--- src/logic/ias_cfg.svh ---
// Register map, field positions, reset values and bus codes of the acquisition sequencer
// Assumes inclusion by bare name from each design file that needs it
`ifndef IAS_CFG_SVH
`define IAS_CFG_SVH

// ==========================================================
// Register byte offsets
`define IAS_OFF_CTRL        12'h000
`define IAS_OFF_EXPTIME     12'h004
`define IAS_OFF_FRAMETIME   12'h008
`define IAS_OFF_FRAMECNT    12'h00c
`define IAS_OFF_STATUS      12'h010
`define IAS_OFF_GLOBTIME    12'h014

// ==========================================================
// Control field positions
`define IAS_CTRL_MODE_BIT   0
`define IAS_CTRL_SINGLE_BIT 1
`define IAS_CTRL_SW_BIT     2
`define IAS_CTRL_CMD1_BIT   8
`define IAS_CTRL_CMD2_BIT   9

// ==========================================================
// Status field positions
`define IAS_ST_EXPOSE_BIT   0
`define IAS_ST_SAMPLE_BIT   1
`define IAS_ST_READ_BIT     2
`define IAS_ST_ACTIVE_BIT   3
`define IAS_ST_CORRUPT_BIT  4
`define IAS_ST_HOLD_BIT     5
`define IAS_ST_FREAD_LSB    8
`define IAS_ST_SEQLEN_LSB   16

// ==========================================================
// Reset values, in clock cycles where a time, and the sequence length cap
`define IAS_CTRL_RST        32'h0000_0000
`define IAS_EXPTIME_RST     32'h0000_03e8
`define IAS_FRAMETIME_RST   32'h0000_0fa0
`define IAS_FRAMECNT_RST    8'h01
`define IAS_GLOBTIME_RST    32'h0000_0040
`define IAS_SEQ_MAX         8'hff

// ==========================================================
// AXI4-Lite response codes
`define IAS_RESP_OKAY       2'b00
`define IAS_RESP_SLVERR     2'b10

`endif

--- src/logic/ias_pkg.sv ---
// Types shared by the acquisition sequencer files
// Assumes nothing beyond a SystemVerilog compiler
package ias_pkg;

    // ==========================================================
    // Sampling and readout pipeline states
    typedef enum logic [1:0] {
        PS_IDLE,
        PS_GLOB,
        PS_READ,
        PS_HOLD
    } ias_pipe_t;

    typedef logic [31:0] ias_word_t;

endpackage : ias_pkg

--- src/logic/ias_req_edge.sv ---
// Request source: pin synchroniser, source select and edge detection
// Assumes pin is asynchronous to sys_clk and the register bit is not
`timescale 1ns/100ps
module ias_req_edge (
    // Clock and reset
    input  wire logic sys_clk,
    input  wire logic reset,
    // Sources
    input  wire logic pinAsync,
    input  wire logic regBit,
    input  wire logic useReg,
    // Edge pulses
    output logic      rise,
    output logic      fall
);
    logic pinMeta_ff;
    logic pinSync_ff;
    logic srcLast_ff;
    wire  srcNow = useReg ? regBit : pinSync_ff;

    // ==========================================================
    // Synchroniser and last value
    always_ff @(posedge sys_clk)
    begin
        if (reset)
        begin
            pinMeta_ff <= 1'b0;
            pinSync_ff <= 1'b0;
            srcLast_ff <= 1'b0;
        end
        else
        begin
            pinMeta_ff <= pinAsync;
            pinSync_ff <= pinMeta_ff;
            srcLast_ff <= srcNow;
        end
    end

    // Switching source may fake one edge; software switches while idle
    assign rise = srcNow & ~srcLast_ff;
    assign fall = ~srcNow & srcLast_ff;
endmodule : ias_req_edge

--- src/logic/ias_sequencer.sv ---
// Acquisition sequencer: exposure, sampling and readout control with AXI4-Lite registers
// Assumes an AXI4-Lite master on sys_clk and a readout datapath giving a done strobe
//
// Chosen here: the register offsets and register access over AXI4-Lite.
`timescale 1ns/100ps
`include "ias_cfg.svh"
module ias_sequencer (
    // Clock and reset
    input  wire logic            sys_clk,
    input  wire logic            reset,
    // AXI4-Lite write address and data
    input  wire logic [11:0]     s_axi_awaddr,
    input  wire logic            s_axi_awvalid,
    output logic                 s_axi_awready,
    input  wire ias_pkg::ias_word_t s_axi_wdata,
    input  wire logic [3:0]      s_axi_wstrb,
    input  wire logic            s_axi_wvalid,
    output logic                 s_axi_wready,
    // AXI4-Lite write response
    output logic [1:0]           s_axi_bresp,
    output logic                 s_axi_bvalid,
    input  wire logic            s_axi_bready,
    // AXI4-Lite read
    input  wire logic [11:0]     s_axi_araddr,
    input  wire logic            s_axi_arvalid,
    output logic                 s_axi_arready,
    output ias_pkg::ias_word_t   s_axi_rdata,
    output logic [1:0]           s_axi_rresp,
    output logic                 s_axi_rvalid,
    input  wire logic            s_axi_rready,
    // Request pins
    input  wire logic            reqPin1,
    input  wire logic            reqPin2,
    // Readout datapath
    input  wire logic            readoutDone,
    // Sensor array control
    output logic                 exposing,
    output logic                 pixelReset,
    output logic                 sampling,
    output logic                 readingOut,
    output logic                 readoutStart,
    output logic                 readoutAbort,
    output logic                 frameCorrupt,
    output logic                 seqActive
);
    import ias_pkg::*;

    // ==========================================================
    // Registers
    ias_word_t ctrl_ff, expTime_ff, frameTime_ff, globTime_ff;
    logic [7:0] frameCnt_ff;
    logic       awReady_ff, wReady_ff, bValid_ff, arReady_ff, rValid_ff;
    logic [11:0] awAddr_ff;
    ias_word_t  wData_ff, rData_ff;
    logic [3:0] wStrb_ff;
    logic [1:0] bResp_ff, rResp_ff;

    // ==========================================================
    // Sequencer state
    ias_pipe_t  pipe_ff, nxtPipe;
    logic       expOn_ff, nxtExpOn;
    logic       expSeen_ff, nxtExpSeen;
    logic       corruptPend_ff, nxtCorruptPend;
    logic       corruptOut_ff, nxtCorruptOut;
    logic       active_ff, nxtActive;
    logic       lastRead_ff, nxtLastRead;
    ias_word_t  expCnt_ff, nxtExpCnt, globCnt_ff, nxtGlobCnt, frameTimer_ff, nxtFrameTimer;
    logic [7:0] seqLen_ff, nxtSeqLen, started_ff, nxtStarted, framesRead_ff, nxtFramesRead;
    logic       nxtPixReset, nxtReadStart, nxtAbort;
    logic       pixReset_ff, readStart_ff, abort_ff, sampling_ff, reading_ff;

    // ==========================================================
    // Request sources
    logic [1:0] reqRise, reqFall;
    wire  [1:0] reqPins = {reqPin2, reqPin1};
    wire  [1:0] cmdBits = {ctrl_ff[`IAS_CTRL_CMD2_BIT], ctrl_ff[`IAS_CTRL_CMD1_BIT]};
    genvar gi;
    generate
        for (gi = 0; gi < 2; gi++)
        begin : g_req
            ias_req_edge u_edge (
                .sys_clk  (sys_clk),
                .reset    (reset),
                .pinAsync (reqPins[gi]),
                .regBit   (cmdBits[gi]),
                .useReg   (ctrl_ff[`IAS_CTRL_SW_BIT]),
                .rise     (reqRise[gi]),
                .fall     (reqFall[gi])
            );
        end
    endgenerate

    wire modeInt   = ctrl_ff[`IAS_CTRL_MODE_BIT];
    wire singlePin = ctrl_ff[`IAS_CTRL_SINGLE_BIT];
    wire expReq    = reqRise[0];
    wire frameRaw  = singlePin ? reqFall[0] : reqRise[1];
    wire frameReq  = frameRaw & ~modeInt;

    // ==========================================================
    // Timing decodes, 33 bits so a saturated count or a summed window cannot wrap
    wire globDone  = ({1'b0, globCnt_ff} + 33'd1) >= {1'b0, globTime_ff};
    wire expDone   = expOn_ff && (({1'b0, expCnt_ff} + 33'd1) >= {1'b0, expTime_ff});
    wire frameDue  = ({1'b0, frameTimer_ff} + 33'd1) >= {1'b0, frameTime_ff};
    wire startWin  = ({1'b0, frameTimer_ff} + {1'b0, expTime_ff} + 33'd1) >= {1'b0, frameTime_ff};
    wire moreDue   = started_ff < seqLen_ff;
    wire [8:0] seqSum = {1'b0, seqLen_ff} + {1'b0, frameCnt_ff};
    wire [7:0] seqSat = seqSum[8] ? `IAS_SEQ_MAX : seqSum[7:0];

    // ==========================================================
    // Sequencer next state
    always_comb
    begin
        nxtPipe        = pipe_ff;
        nxtExpOn       = expOn_ff;
        nxtExpSeen     = expSeen_ff;
        nxtCorruptPend = corruptPend_ff;
        nxtCorruptOut  = corruptOut_ff;
        nxtActive      = active_ff;
        nxtLastRead    = lastRead_ff;
        nxtExpCnt      = expOn_ff ? expCnt_ff + 32'h1 : expCnt_ff;
        nxtGlobCnt     = globCnt_ff + 32'h1;
        nxtFrameTimer  = (&frameTimer_ff) ? frameTimer_ff : frameTimer_ff + 32'h1;
        nxtSeqLen      = seqLen_ff;
        nxtStarted     = started_ff;
        nxtFramesRead  = framesRead_ff;
        nxtPixReset    = 1'b0;
        nxtReadStart   = 1'b0;
        nxtAbort       = 1'b0;
        if (!modeInt)
        begin
            if (pipe_ff == PS_GLOB && globDone)
            begin
                nxtPipe       = PS_READ;
                nxtReadStart  = 1'b1;
                nxtCorruptOut = corruptPend_ff;
            end
            // Exposure keeps running across readout completion
            if ((pipe_ff == PS_READ || pipe_ff == PS_HOLD) && readoutDone)
                nxtPipe = PS_IDLE;
            if (frameReq)
            begin
                nxtPipe        = PS_GLOB;
                nxtGlobCnt     = 32'h0;
                nxtExpOn       = 1'b0;
                nxtCorruptPend = !expSeen_ff || pipe_ff == PS_GLOB;
                nxtAbort       = pipe_ff == PS_READ;
                nxtExpSeen     = 1'b0;
            end
            if (expReq)
            begin
                nxtExpOn    = 1'b1;
                nxtExpCnt   = 32'h0;
                nxtPixReset = 1'b1;
                nxtExpSeen  = 1'b1;
                if (nxtPipe == PS_GLOB)
                    nxtCorruptPend = 1'b1;
            end
        end
        else
        begin
            nxtCorruptOut  = 1'b0;
            nxtCorruptPend = 1'b0;
            if (pipe_ff == PS_GLOB && globDone)
            begin
                nxtPipe      = PS_READ;
                nxtReadStart = 1'b1;
                nxtLastRead  = !moreDue && !expOn_ff;
            end
            if (pipe_ff == PS_READ && readoutDone)
            begin
                nxtFramesRead = framesRead_ff + 8'h1;
                nxtPipe       = lastRead_ff ? PS_HOLD : PS_IDLE;
            end
            if (pipe_ff == PS_HOLD && frameDue)
            begin
                nxtPipe     = PS_IDLE;
                nxtLastRead = 1'b0;
                nxtActive   = moreDue || expOn_ff;
            end
            // Expiry waits for the readout done strobe, so no frame is lost and no idle gap
            if (expDone && pipe_ff != PS_GLOB && (pipe_ff != PS_READ || readoutDone))
            begin
                nxtExpOn      = 1'b0;
                nxtPipe       = PS_GLOB;
                nxtGlobCnt    = 32'h0;
                nxtFrameTimer = 32'h0;
            end
            else if (active_ff && moreDue && !expOn_ff && pipe_ff != PS_GLOB && startWin)
            begin
                nxtExpOn    = 1'b1;
                nxtExpCnt   = 32'h0;
                nxtPixReset = 1'b1;
                nxtStarted  = started_ff + 8'h1;
            end
            if (expReq && !active_ff)
            begin
                nxtActive     = 1'b1;
                nxtSeqLen     = frameCnt_ff;
                nxtStarted    = 8'h1;
                nxtFramesRead = 8'h0;
                nxtExpOn      = 1'b1;
                nxtExpCnt     = 32'h0;
                nxtPixReset   = 1'b1;
            end
            else if (expReq && !lastRead_ff)
                nxtSeqLen = seqSat;
            else if (expReq)
            begin
                nxtSeqLen     = frameCnt_ff;
                nxtStarted    = 8'h0;
                nxtFramesRead = 8'h0;
                nxtLastRead   = 1'b0;
                nxtActive     = 1'b1;
            end
        end
    end

    // ==========================================================
    // Sequencer flip-flops
    always_ff @(posedge sys_clk)
    begin
        if (reset)
        begin
            pipe_ff        <= PS_IDLE;
            {expOn_ff, expSeen_ff, corruptPend_ff, corruptOut_ff} <= 4'h0;
            {active_ff, lastRead_ff, pixReset_ff, readStart_ff}   <= 4'h0;
            {abort_ff, sampling_ff, reading_ff}                   <= 3'h0;
            {expCnt_ff, globCnt_ff, frameTimer_ff}                <= 96'h0;
            {seqLen_ff, started_ff, framesRead_ff}                <= 24'h0;
        end
        else
        begin
            pipe_ff        <= nxtPipe;
            {expOn_ff, expSeen_ff, corruptPend_ff, corruptOut_ff} <= {nxtExpOn, nxtExpSeen, nxtCorruptPend, nxtCorruptOut};
            {active_ff, lastRead_ff, pixReset_ff, readStart_ff}   <= {nxtActive, nxtLastRead, nxtPixReset, nxtReadStart};
            {abort_ff, sampling_ff, reading_ff} <= {nxtAbort, nxtPipe == PS_GLOB, nxtPipe == PS_READ};
            {expCnt_ff, globCnt_ff, frameTimer_ff}                <= {nxtExpCnt, nxtGlobCnt, nxtFrameTimer};
            {seqLen_ff, started_ff, framesRead_ff}                <= {nxtSeqLen, nxtStarted, nxtFramesRead};
        end
    end

    assign exposing     = expOn_ff;
    assign pixelReset   = pixReset_ff;
    assign sampling     = sampling_ff;
    assign readingOut   = reading_ff;
    assign readoutStart = readStart_ff;
    assign readoutAbort = abort_ff;
    assign frameCorrupt = corruptOut_ff;
    assign seqActive    = active_ff;

    // ==========================================================
    // AXI4-Lite decode
    wire awTake  = s_axi_awvalid & awReady_ff;
    wire wTake   = s_axi_wvalid & wReady_ff;
    wire doWrite = !awReady_ff && !wReady_ff && !bValid_ff;
    wire arTake  = s_axi_arvalid & arReady_ff;
    logic [31:0] wMask;
    generate
        for (gi = 0; gi < 4; gi++)
        begin : g_lane
            assign wMask[gi*8 +: 8] = {8{wStrb_ff[gi]}};
        end
    endgenerate
    wire selCtrl  = awAddr_ff == `IAS_OFF_CTRL;
    wire selExp   = awAddr_ff == `IAS_OFF_EXPTIME;
    wire selFrame = awAddr_ff == `IAS_OFF_FRAMETIME;
    wire selCnt   = awAddr_ff == `IAS_OFF_FRAMECNT;
    wire selGlob  = awAddr_ff == `IAS_OFF_GLOBTIME;
    wire wrHit    = selCtrl | selExp | selFrame | selCnt | selGlob | (awAddr_ff == `IAS_OFF_STATUS);
    wire [31:0] wrCnt = ({24'h0, frameCnt_ff} & ~wMask) | (wData_ff & wMask);
    wire [31:0] status = {8'h0, seqLen_ff, framesRead_ff, 2'b00, pipe_ff == PS_HOLD, corruptOut_ff,
                          active_ff, reading_ff, sampling_ff, expOn_ff};
    wire [31:0] rdMux =
        (s_axi_araddr == `IAS_OFF_CTRL)      ? ctrl_ff :
        (s_axi_araddr == `IAS_OFF_EXPTIME)   ? expTime_ff :
        (s_axi_araddr == `IAS_OFF_FRAMETIME) ? frameTime_ff :
        (s_axi_araddr == `IAS_OFF_FRAMECNT)  ? {24'h0, frameCnt_ff} :
        (s_axi_araddr == `IAS_OFF_STATUS)    ? status :
        (s_axi_araddr == `IAS_OFF_GLOBTIME)  ? globTime_ff : 32'h0;
    wire rdHit = (s_axi_araddr == `IAS_OFF_CTRL) | (s_axi_araddr == `IAS_OFF_EXPTIME) |
                 (s_axi_araddr == `IAS_OFF_FRAMETIME) | (s_axi_araddr == `IAS_OFF_FRAMECNT) |
                 (s_axi_araddr == `IAS_OFF_STATUS) | (s_axi_araddr == `IAS_OFF_GLOBTIME);

    // ==========================================================
    // AXI4-Lite slave and register file
    always_ff @(posedge sys_clk)
    begin
        if (reset)
        begin
            {awReady_ff, wReady_ff, arReady_ff} <= 3'b111;
            {bValid_ff, rValid_ff}              <= 2'b00;
            {bResp_ff, rResp_ff}                <= 4'h0;
            awAddr_ff    <= 12'h000;
            wData_ff     <= 32'h0;
            wStrb_ff     <= 4'h0;
            rData_ff     <= 32'h0;
            ctrl_ff      <= `IAS_CTRL_RST;
            expTime_ff   <= `IAS_EXPTIME_RST;
            frameTime_ff <= `IAS_FRAMETIME_RST;
            frameCnt_ff  <= `IAS_FRAMECNT_RST;
            globTime_ff  <= `IAS_GLOBTIME_RST;
        end
        else
        begin
            if (awTake)
            begin
                awAddr_ff  <= {s_axi_awaddr[11:2], 2'b00};
                awReady_ff <= 1'b0;
            end
            if (wTake)
            begin
                wData_ff  <= s_axi_wdata;
                wStrb_ff  <= s_axi_wstrb;
                wReady_ff <= 1'b0;
            end
            if (doWrite)
            begin
                bValid_ff <= 1'b1;
                bResp_ff  <= wrHit ? `IAS_RESP_OKAY : `IAS_RESP_SLVERR;
                if (selCtrl)
                    ctrl_ff <= (ctrl_ff & ~wMask) | (wData_ff & wMask);
                if (selExp)
                    expTime_ff <= (expTime_ff & ~wMask) | (wData_ff & wMask);
                if (selFrame)
                    frameTime_ff <= (frameTime_ff & ~wMask) | (wData_ff & wMask);
                if (selCnt)
                    frameCnt_ff <= wrCnt[7:0];
                if (selGlob)
                    globTime_ff <= (globTime_ff & ~wMask) | (wData_ff & wMask);
            end
            if (bValid_ff && s_axi_bready)
            begin
                bValid_ff  <= 1'b0;
                awReady_ff <= 1'b1;
                wReady_ff  <= 1'b1;
            end
            if (arTake)
            begin
                arReady_ff <= 1'b0;
                rValid_ff  <= 1'b1;
                rData_ff   <= rdMux;
                rResp_ff   <= rdHit ? `IAS_RESP_OKAY : `IAS_RESP_SLVERR;
            end
            if (rValid_ff && s_axi_rready)
            begin
                rValid_ff  <= 1'b0;
                arReady_ff <= 1'b1;
            end
        end
    end

    assign s_axi_awready = awReady_ff;
    assign s_axi_wready  = wReady_ff;
    assign s_axi_bvalid  = bValid_ff;
    assign s_axi_bresp   = bResp_ff;
    assign s_axi_arready = arReady_ff;
    assign s_axi_rvalid  = rValid_ff;
    assign s_axi_rdata   = rData_ff;
    assign s_axi_rresp   = rResp_ff;
endmodule : ias_sequencer

--- config.mk ---
export PLATFORM = sky130hd
export DESIGN_NAME = ias_sequencer
export DESIGN_NICKNAME = d
export VERILOG_FILES = /design/src/logic/ias_pkg.sv /design/src/logic/ias_req_edge.sv /design/src/logic/ias_sequencer.sv
export VERILOG_INCLUDE_DIRS = /design/src /design/src/logic
export SDC_FILE = /design/constraint.sdc
export NUM_CORES = 1
export LEC_CHECK = 0
export BUFFER_PORTS_ARGS = -buffer_cell sky130_fd_sc_hd__buf_2
export CORE_MARGIN = 4
export CORE_UTILIZATION = 55
export DETAILED_ROUTE_END_ITERATION = 6
export PLACE_DENSITY = 0.85
export SLEW_MARGIN = 20
export SYNTH_ARGS = -nofsm -noshare
export SYNTH_HDL_FRONTEND = slang
export SYNTH_SLANG_ARGS = --single-unit
--- constraint.sdc ---
create_clock -name sys_clk -period 4.95 [get_ports sys_clk]
set_input_delay 0.495 -clock sys_clk [delete_from_list [all_inputs] [get_ports sys_clk]]
set_output_delay 0.495 -clock sys_clk [all_outputs]
set_load 0.02 [all_outputs]
==> flow_metrics.env <==
export IMPL_final_setup_violating_endpoints=0
export IMPL_cp_slowest_cell="sky130_fd_sc_hd__a2111oi_4"
export IMPL_place_ws_ps=-552
export IMPL_grt_use_total_pct=29.7
export IMPL_fin_ws_ps=28.9
export IMPL_syn_cell_area_mm2=0.0210
export IMPL_global_route_overflow_total=0
export IMPL_floorplan_die_area_mm2=0.0413
export IMPL_final_layout_size_suffix_gt1_share_pct=12.5
export IMPL_grt_first_pass_wirelength_mm=100
export IMPL_path_class="reg -> reg"
export IMPL_area_fraction_of_the_dominant_cell_type_after_synthesis_pct=34.3
export IMPL_final_min_period_over_clock_period_pct=99.4
export IMPL_path_buf_inv=6
export IMPL_initialDrtViolationCount=2268
export IMPL_cts_buffers=37
export IMPL_ir_drop_v=0.000180
export IMPL_cts_root_buf="sky130_fd_sc_hd__clkbuf_16"
export IMPL_design_portCount=119
export IMPL_worst_slew_pin_transition_ps=1040
export IMPL_fillers=3048
export IMPL_die_width_um=203
export IMPL_hpwlAfterDp_mm=48.0
export IMPL_synth_top_cells_by_area="sky130_fd_sc_hd__dfxtp_1 34%, sky130_fd_sc_hd__ha_1 11%, sky130_fd_sc_hd__a21oi_1 6.3%"
export IMPL_drt_pre_antenna_iters=7
export IMPL_synth_yosys_seq_area_share_pct=34.3
export IMPL_power_density_mw_per_mm2=259
export IMPL_antenna_left=0
export IMPL_synthesis_instances=2635
export IMPL_via_density_per_instance=6.08
export IMPL_timing_fmax_ghz=0.203
export IMPL_largest_stage_delay_on_the_critical_path_ps=390
export IMPL_maxCapViolations=0
export IMPL_violations_in_the_final_reports="design-rule violations"
export IMPL_synth_area_per_cell_um2=7.96
export IMPL_cts_htree_levels=2
export IMPL_tritoncts_clock_tree="built"
export IMPL_power_frac_clock_pct=45.4
export IMPL_port_buffers=114
export IMPL_hold_worst_slack_ps=180
export IMPL_crit_required_ps=5420
export IMPL_worst_setup_path_end_kind="register"
export IMPL_dieHeight_um=203
export IMPL_synth_enable_flop_cells=0
export IMPL_setup_reg_to_reg_worst_slack_ps=30
export IMPL_detailed_place_area_mm2=0.0224
export IMPL_netSwitchingFraction_pct=24.5
export IMPL_power_leakage_nw=10.1
export IMPL_internal_power_mw=4.70
export IMPL_vias=19999
export IMPL_cp_cell_sequence="inv_1 > ha_2 > buf_4 > nor2b_4 > o31a_1 > o41ai_2 > buf_4 > a21oi_2 > a221o_1 > a211oi_2 > xnor2_1 > ha_1 > nand2_2 > a2bb2oi_2 > a21oi_1 > o21a_1 > a2111oi_4 > buf_4 > and4_4 > o311ai_4 > buf_12 > clkbuf_16 > nor2_1"
export IMPL_postSynthRegisterBits=360
export IMPL_power_switching_mw=1.53
export IMPL_dominantRegCellSynth="sky130_fd_sc_hd__dfxtp_1"
export IMPL_nNetsFinal=3001
export IMPL_share_seq_of_total_power_pct=48.3
export IMPL_routed_wire_length_per_instance_um=19.7
export IMPL_most_common_layout_cells="355 x sky130_fd_sc_hd__dfxtp_1, 333 x sky130_fd_sc_hd__nand2_1, 257 x sky130_fd_sc_hd__a21oi_1"
export IMPL_final_common_cell="sky130_fd_sc_hd__dfxtp_1"
export IMPL_syn_to_final_growth_pct=14.6
export IMPL_last_weighted_congestion_value_of_the_routability_driven_placer=0.996
export IMPL_multi_input_area_mm2=0.0130
export IMPL_timing_critical_path_arrival_ps=5390
export IMPL_drc=1
export IMPL_core_area_mm2=0.0377
export IMPL_largest_net_degree_at_the_start_of_global_routing=100
export IMPL_critPathMaxFanout=16
export IMPL_slew_viols_final=0
export IMPL_synthesis_yosys_warnings=0
export IMPL_max_slew_headroom_at_the_worst_pin_pct=30.5
export IMPL_grt_antenna_before_repair=1
export IMPL_layout_area_seq_mm2=0.00722
export IMPL_finClkSkew_ps=13.4
export IMPL_status="finished, violations left"
export IMPL_tritoncts_sinks=360
export IMPL_share_comb_of_total_power_pct=6.3
export IMPL_cts_clk_slew_worst_paths_ps=60
export IMPL_row_count=71
export IMPL_final_cell_area_mm2=0.0240
export IMPL_max_clock_path_buffers=3
export IMPL_start_util_pct=55.7
export IMPL_worst_setup_path_start_kind="register"
export IMPL_holdCritPathClass="in -> reg"
export IMPL_synthDistinctLibCells=73
export IMPL_synth_async_sr_flop_share_pct=0
export IMPL_worst_skew_pair_late_latency_ps=540
export IMPL_critPathTopFamily="compound AO/OA/AOI/OAI gates"
export IMPL_wirelength_mm=64.9
export IMPL_post_cts_hold_buffer_count=0
export IMPL_grt_pass1_vias=19042
export IMPL_timing_critical_path_mode_cell="sky130_fd_sc_hd__buf_4"
export IMPL_timing_hold_violations_final=0
export IMPL_timing_final_crit_period_ps=4920
export IMPL_netlist_top_cell_by_area="sky130_fd_sc_hd__dfxtp_1"
-- through the flow --
step                power (mW)  TNS [ps]  utilization, %  std cells
floorplan                 3.29         0               -       2636
global placement          3.42    -13900            59.4       3211
detailed placement        3.44    -20130            59.4       3211
CTS                       6.20     -10.6            62.7       3277
global route              6.38      -587            63.8       3288
finish                    6.23         0            63.8       3288
-- worst paths after layout --
| check | from | end | cells past startpoint |
|---|---|---|---|
| min | s_axi_wvalid | s_axi_wready$_SDFFE_PP1P_ | 2 |
| max | register | expCnt_ff[10]$_SDFF_PP0_ | 23 |
| min reg2reg | g_req[0].u_edge.pinMeta_ff$_SDFF_PP0_ | g_req[0].u_edge.pinSync_ff$_SDFF_PP0_ | 1 |
| max reg2reg | register | expCnt_ff[10]$_SDFF_PP0_ | 23 |
-- cells by family (layout without fill, tap and decap cells) --
| group | count (synthesis) | after routing | share of synthesized area [%] |
|---|---|---|---|
| other | 1 | 3 | 0.0179 |
| AND/OR/NAND/NOR | 999 | 999 | 21.9 |
| adder cells (fa/ha/maj) | 182 | 182 | 10.9 |
| multiplexers | 118 | 118 | 5.63 |
| AO/OA/AOI/OAI | 520 | 520 | 15.1 |
| XOR/XNOR | 159 | 159 | 6.64 |
| flip-flops | 360 | 360 | 34.3 |
| buffers and inverters | 296 | 436 | 5.47 |
-- layer usage --
metal | vias up | wire [um] | global-route usage [%] | share of wire, %
met1 | 9337 | 26200 | 39.8 | 40
met3 | 179 | 6120 | 4.50 | 9.4
met2 | 1092 | 29500 | 48.2 | 45
met4 | 0 | 3080 | 12.4 | 4.7
met5 | - | 0 | 0 | 0
li1 | 9391 | - | - | -
-- power groups by stage --
stage               logic, mW  registers, mW  clock network, mW
floorplan               0.223           3.06                  0
global placement        0.355           3.07                  0
detailed placement      0.367           3.07                  0
CTS                     0.369           3.00               2.83
global route            0.420           3.01               2.95
finish                  0.391           3.01               2.83
-- Yosys cell counts (all sizes together) (70+ instances only) --
library cell / number
dfxtp: 360
nand2: 335
o21ai: 75
nor3: 70
inv: 166
nand3: 156
clkbuf: 103
mux2i: 117
xnor2: 79
xor2: 80
a21oi: 263
nor2: 234
ha: 180
-- repair_timing --
action,4_1_cts,5_1_grt
pin swaps,2,23
resized for setup,12,73
setup buffers,0,9
endpoints found under the setup margin,44,112
cloned,0,2
-- layout make-up --
| class | count | area share [%] |
|---|---|---|
| timing repair buffer | 204 | 5.56 |
| antenna | 1 | 0.0104 |
| clock buffer | 46 | 4.20 |
| sequential | 360 | 30.0 |
| inverter | 166 | 2.59 |
| multi-input combinational | 1980 | 54.1 |
| tap | 511 | 2.66 |
| clock inverter | 20 | 0.848 |
No activity file was read; power rests on OpenSTA's default activity.
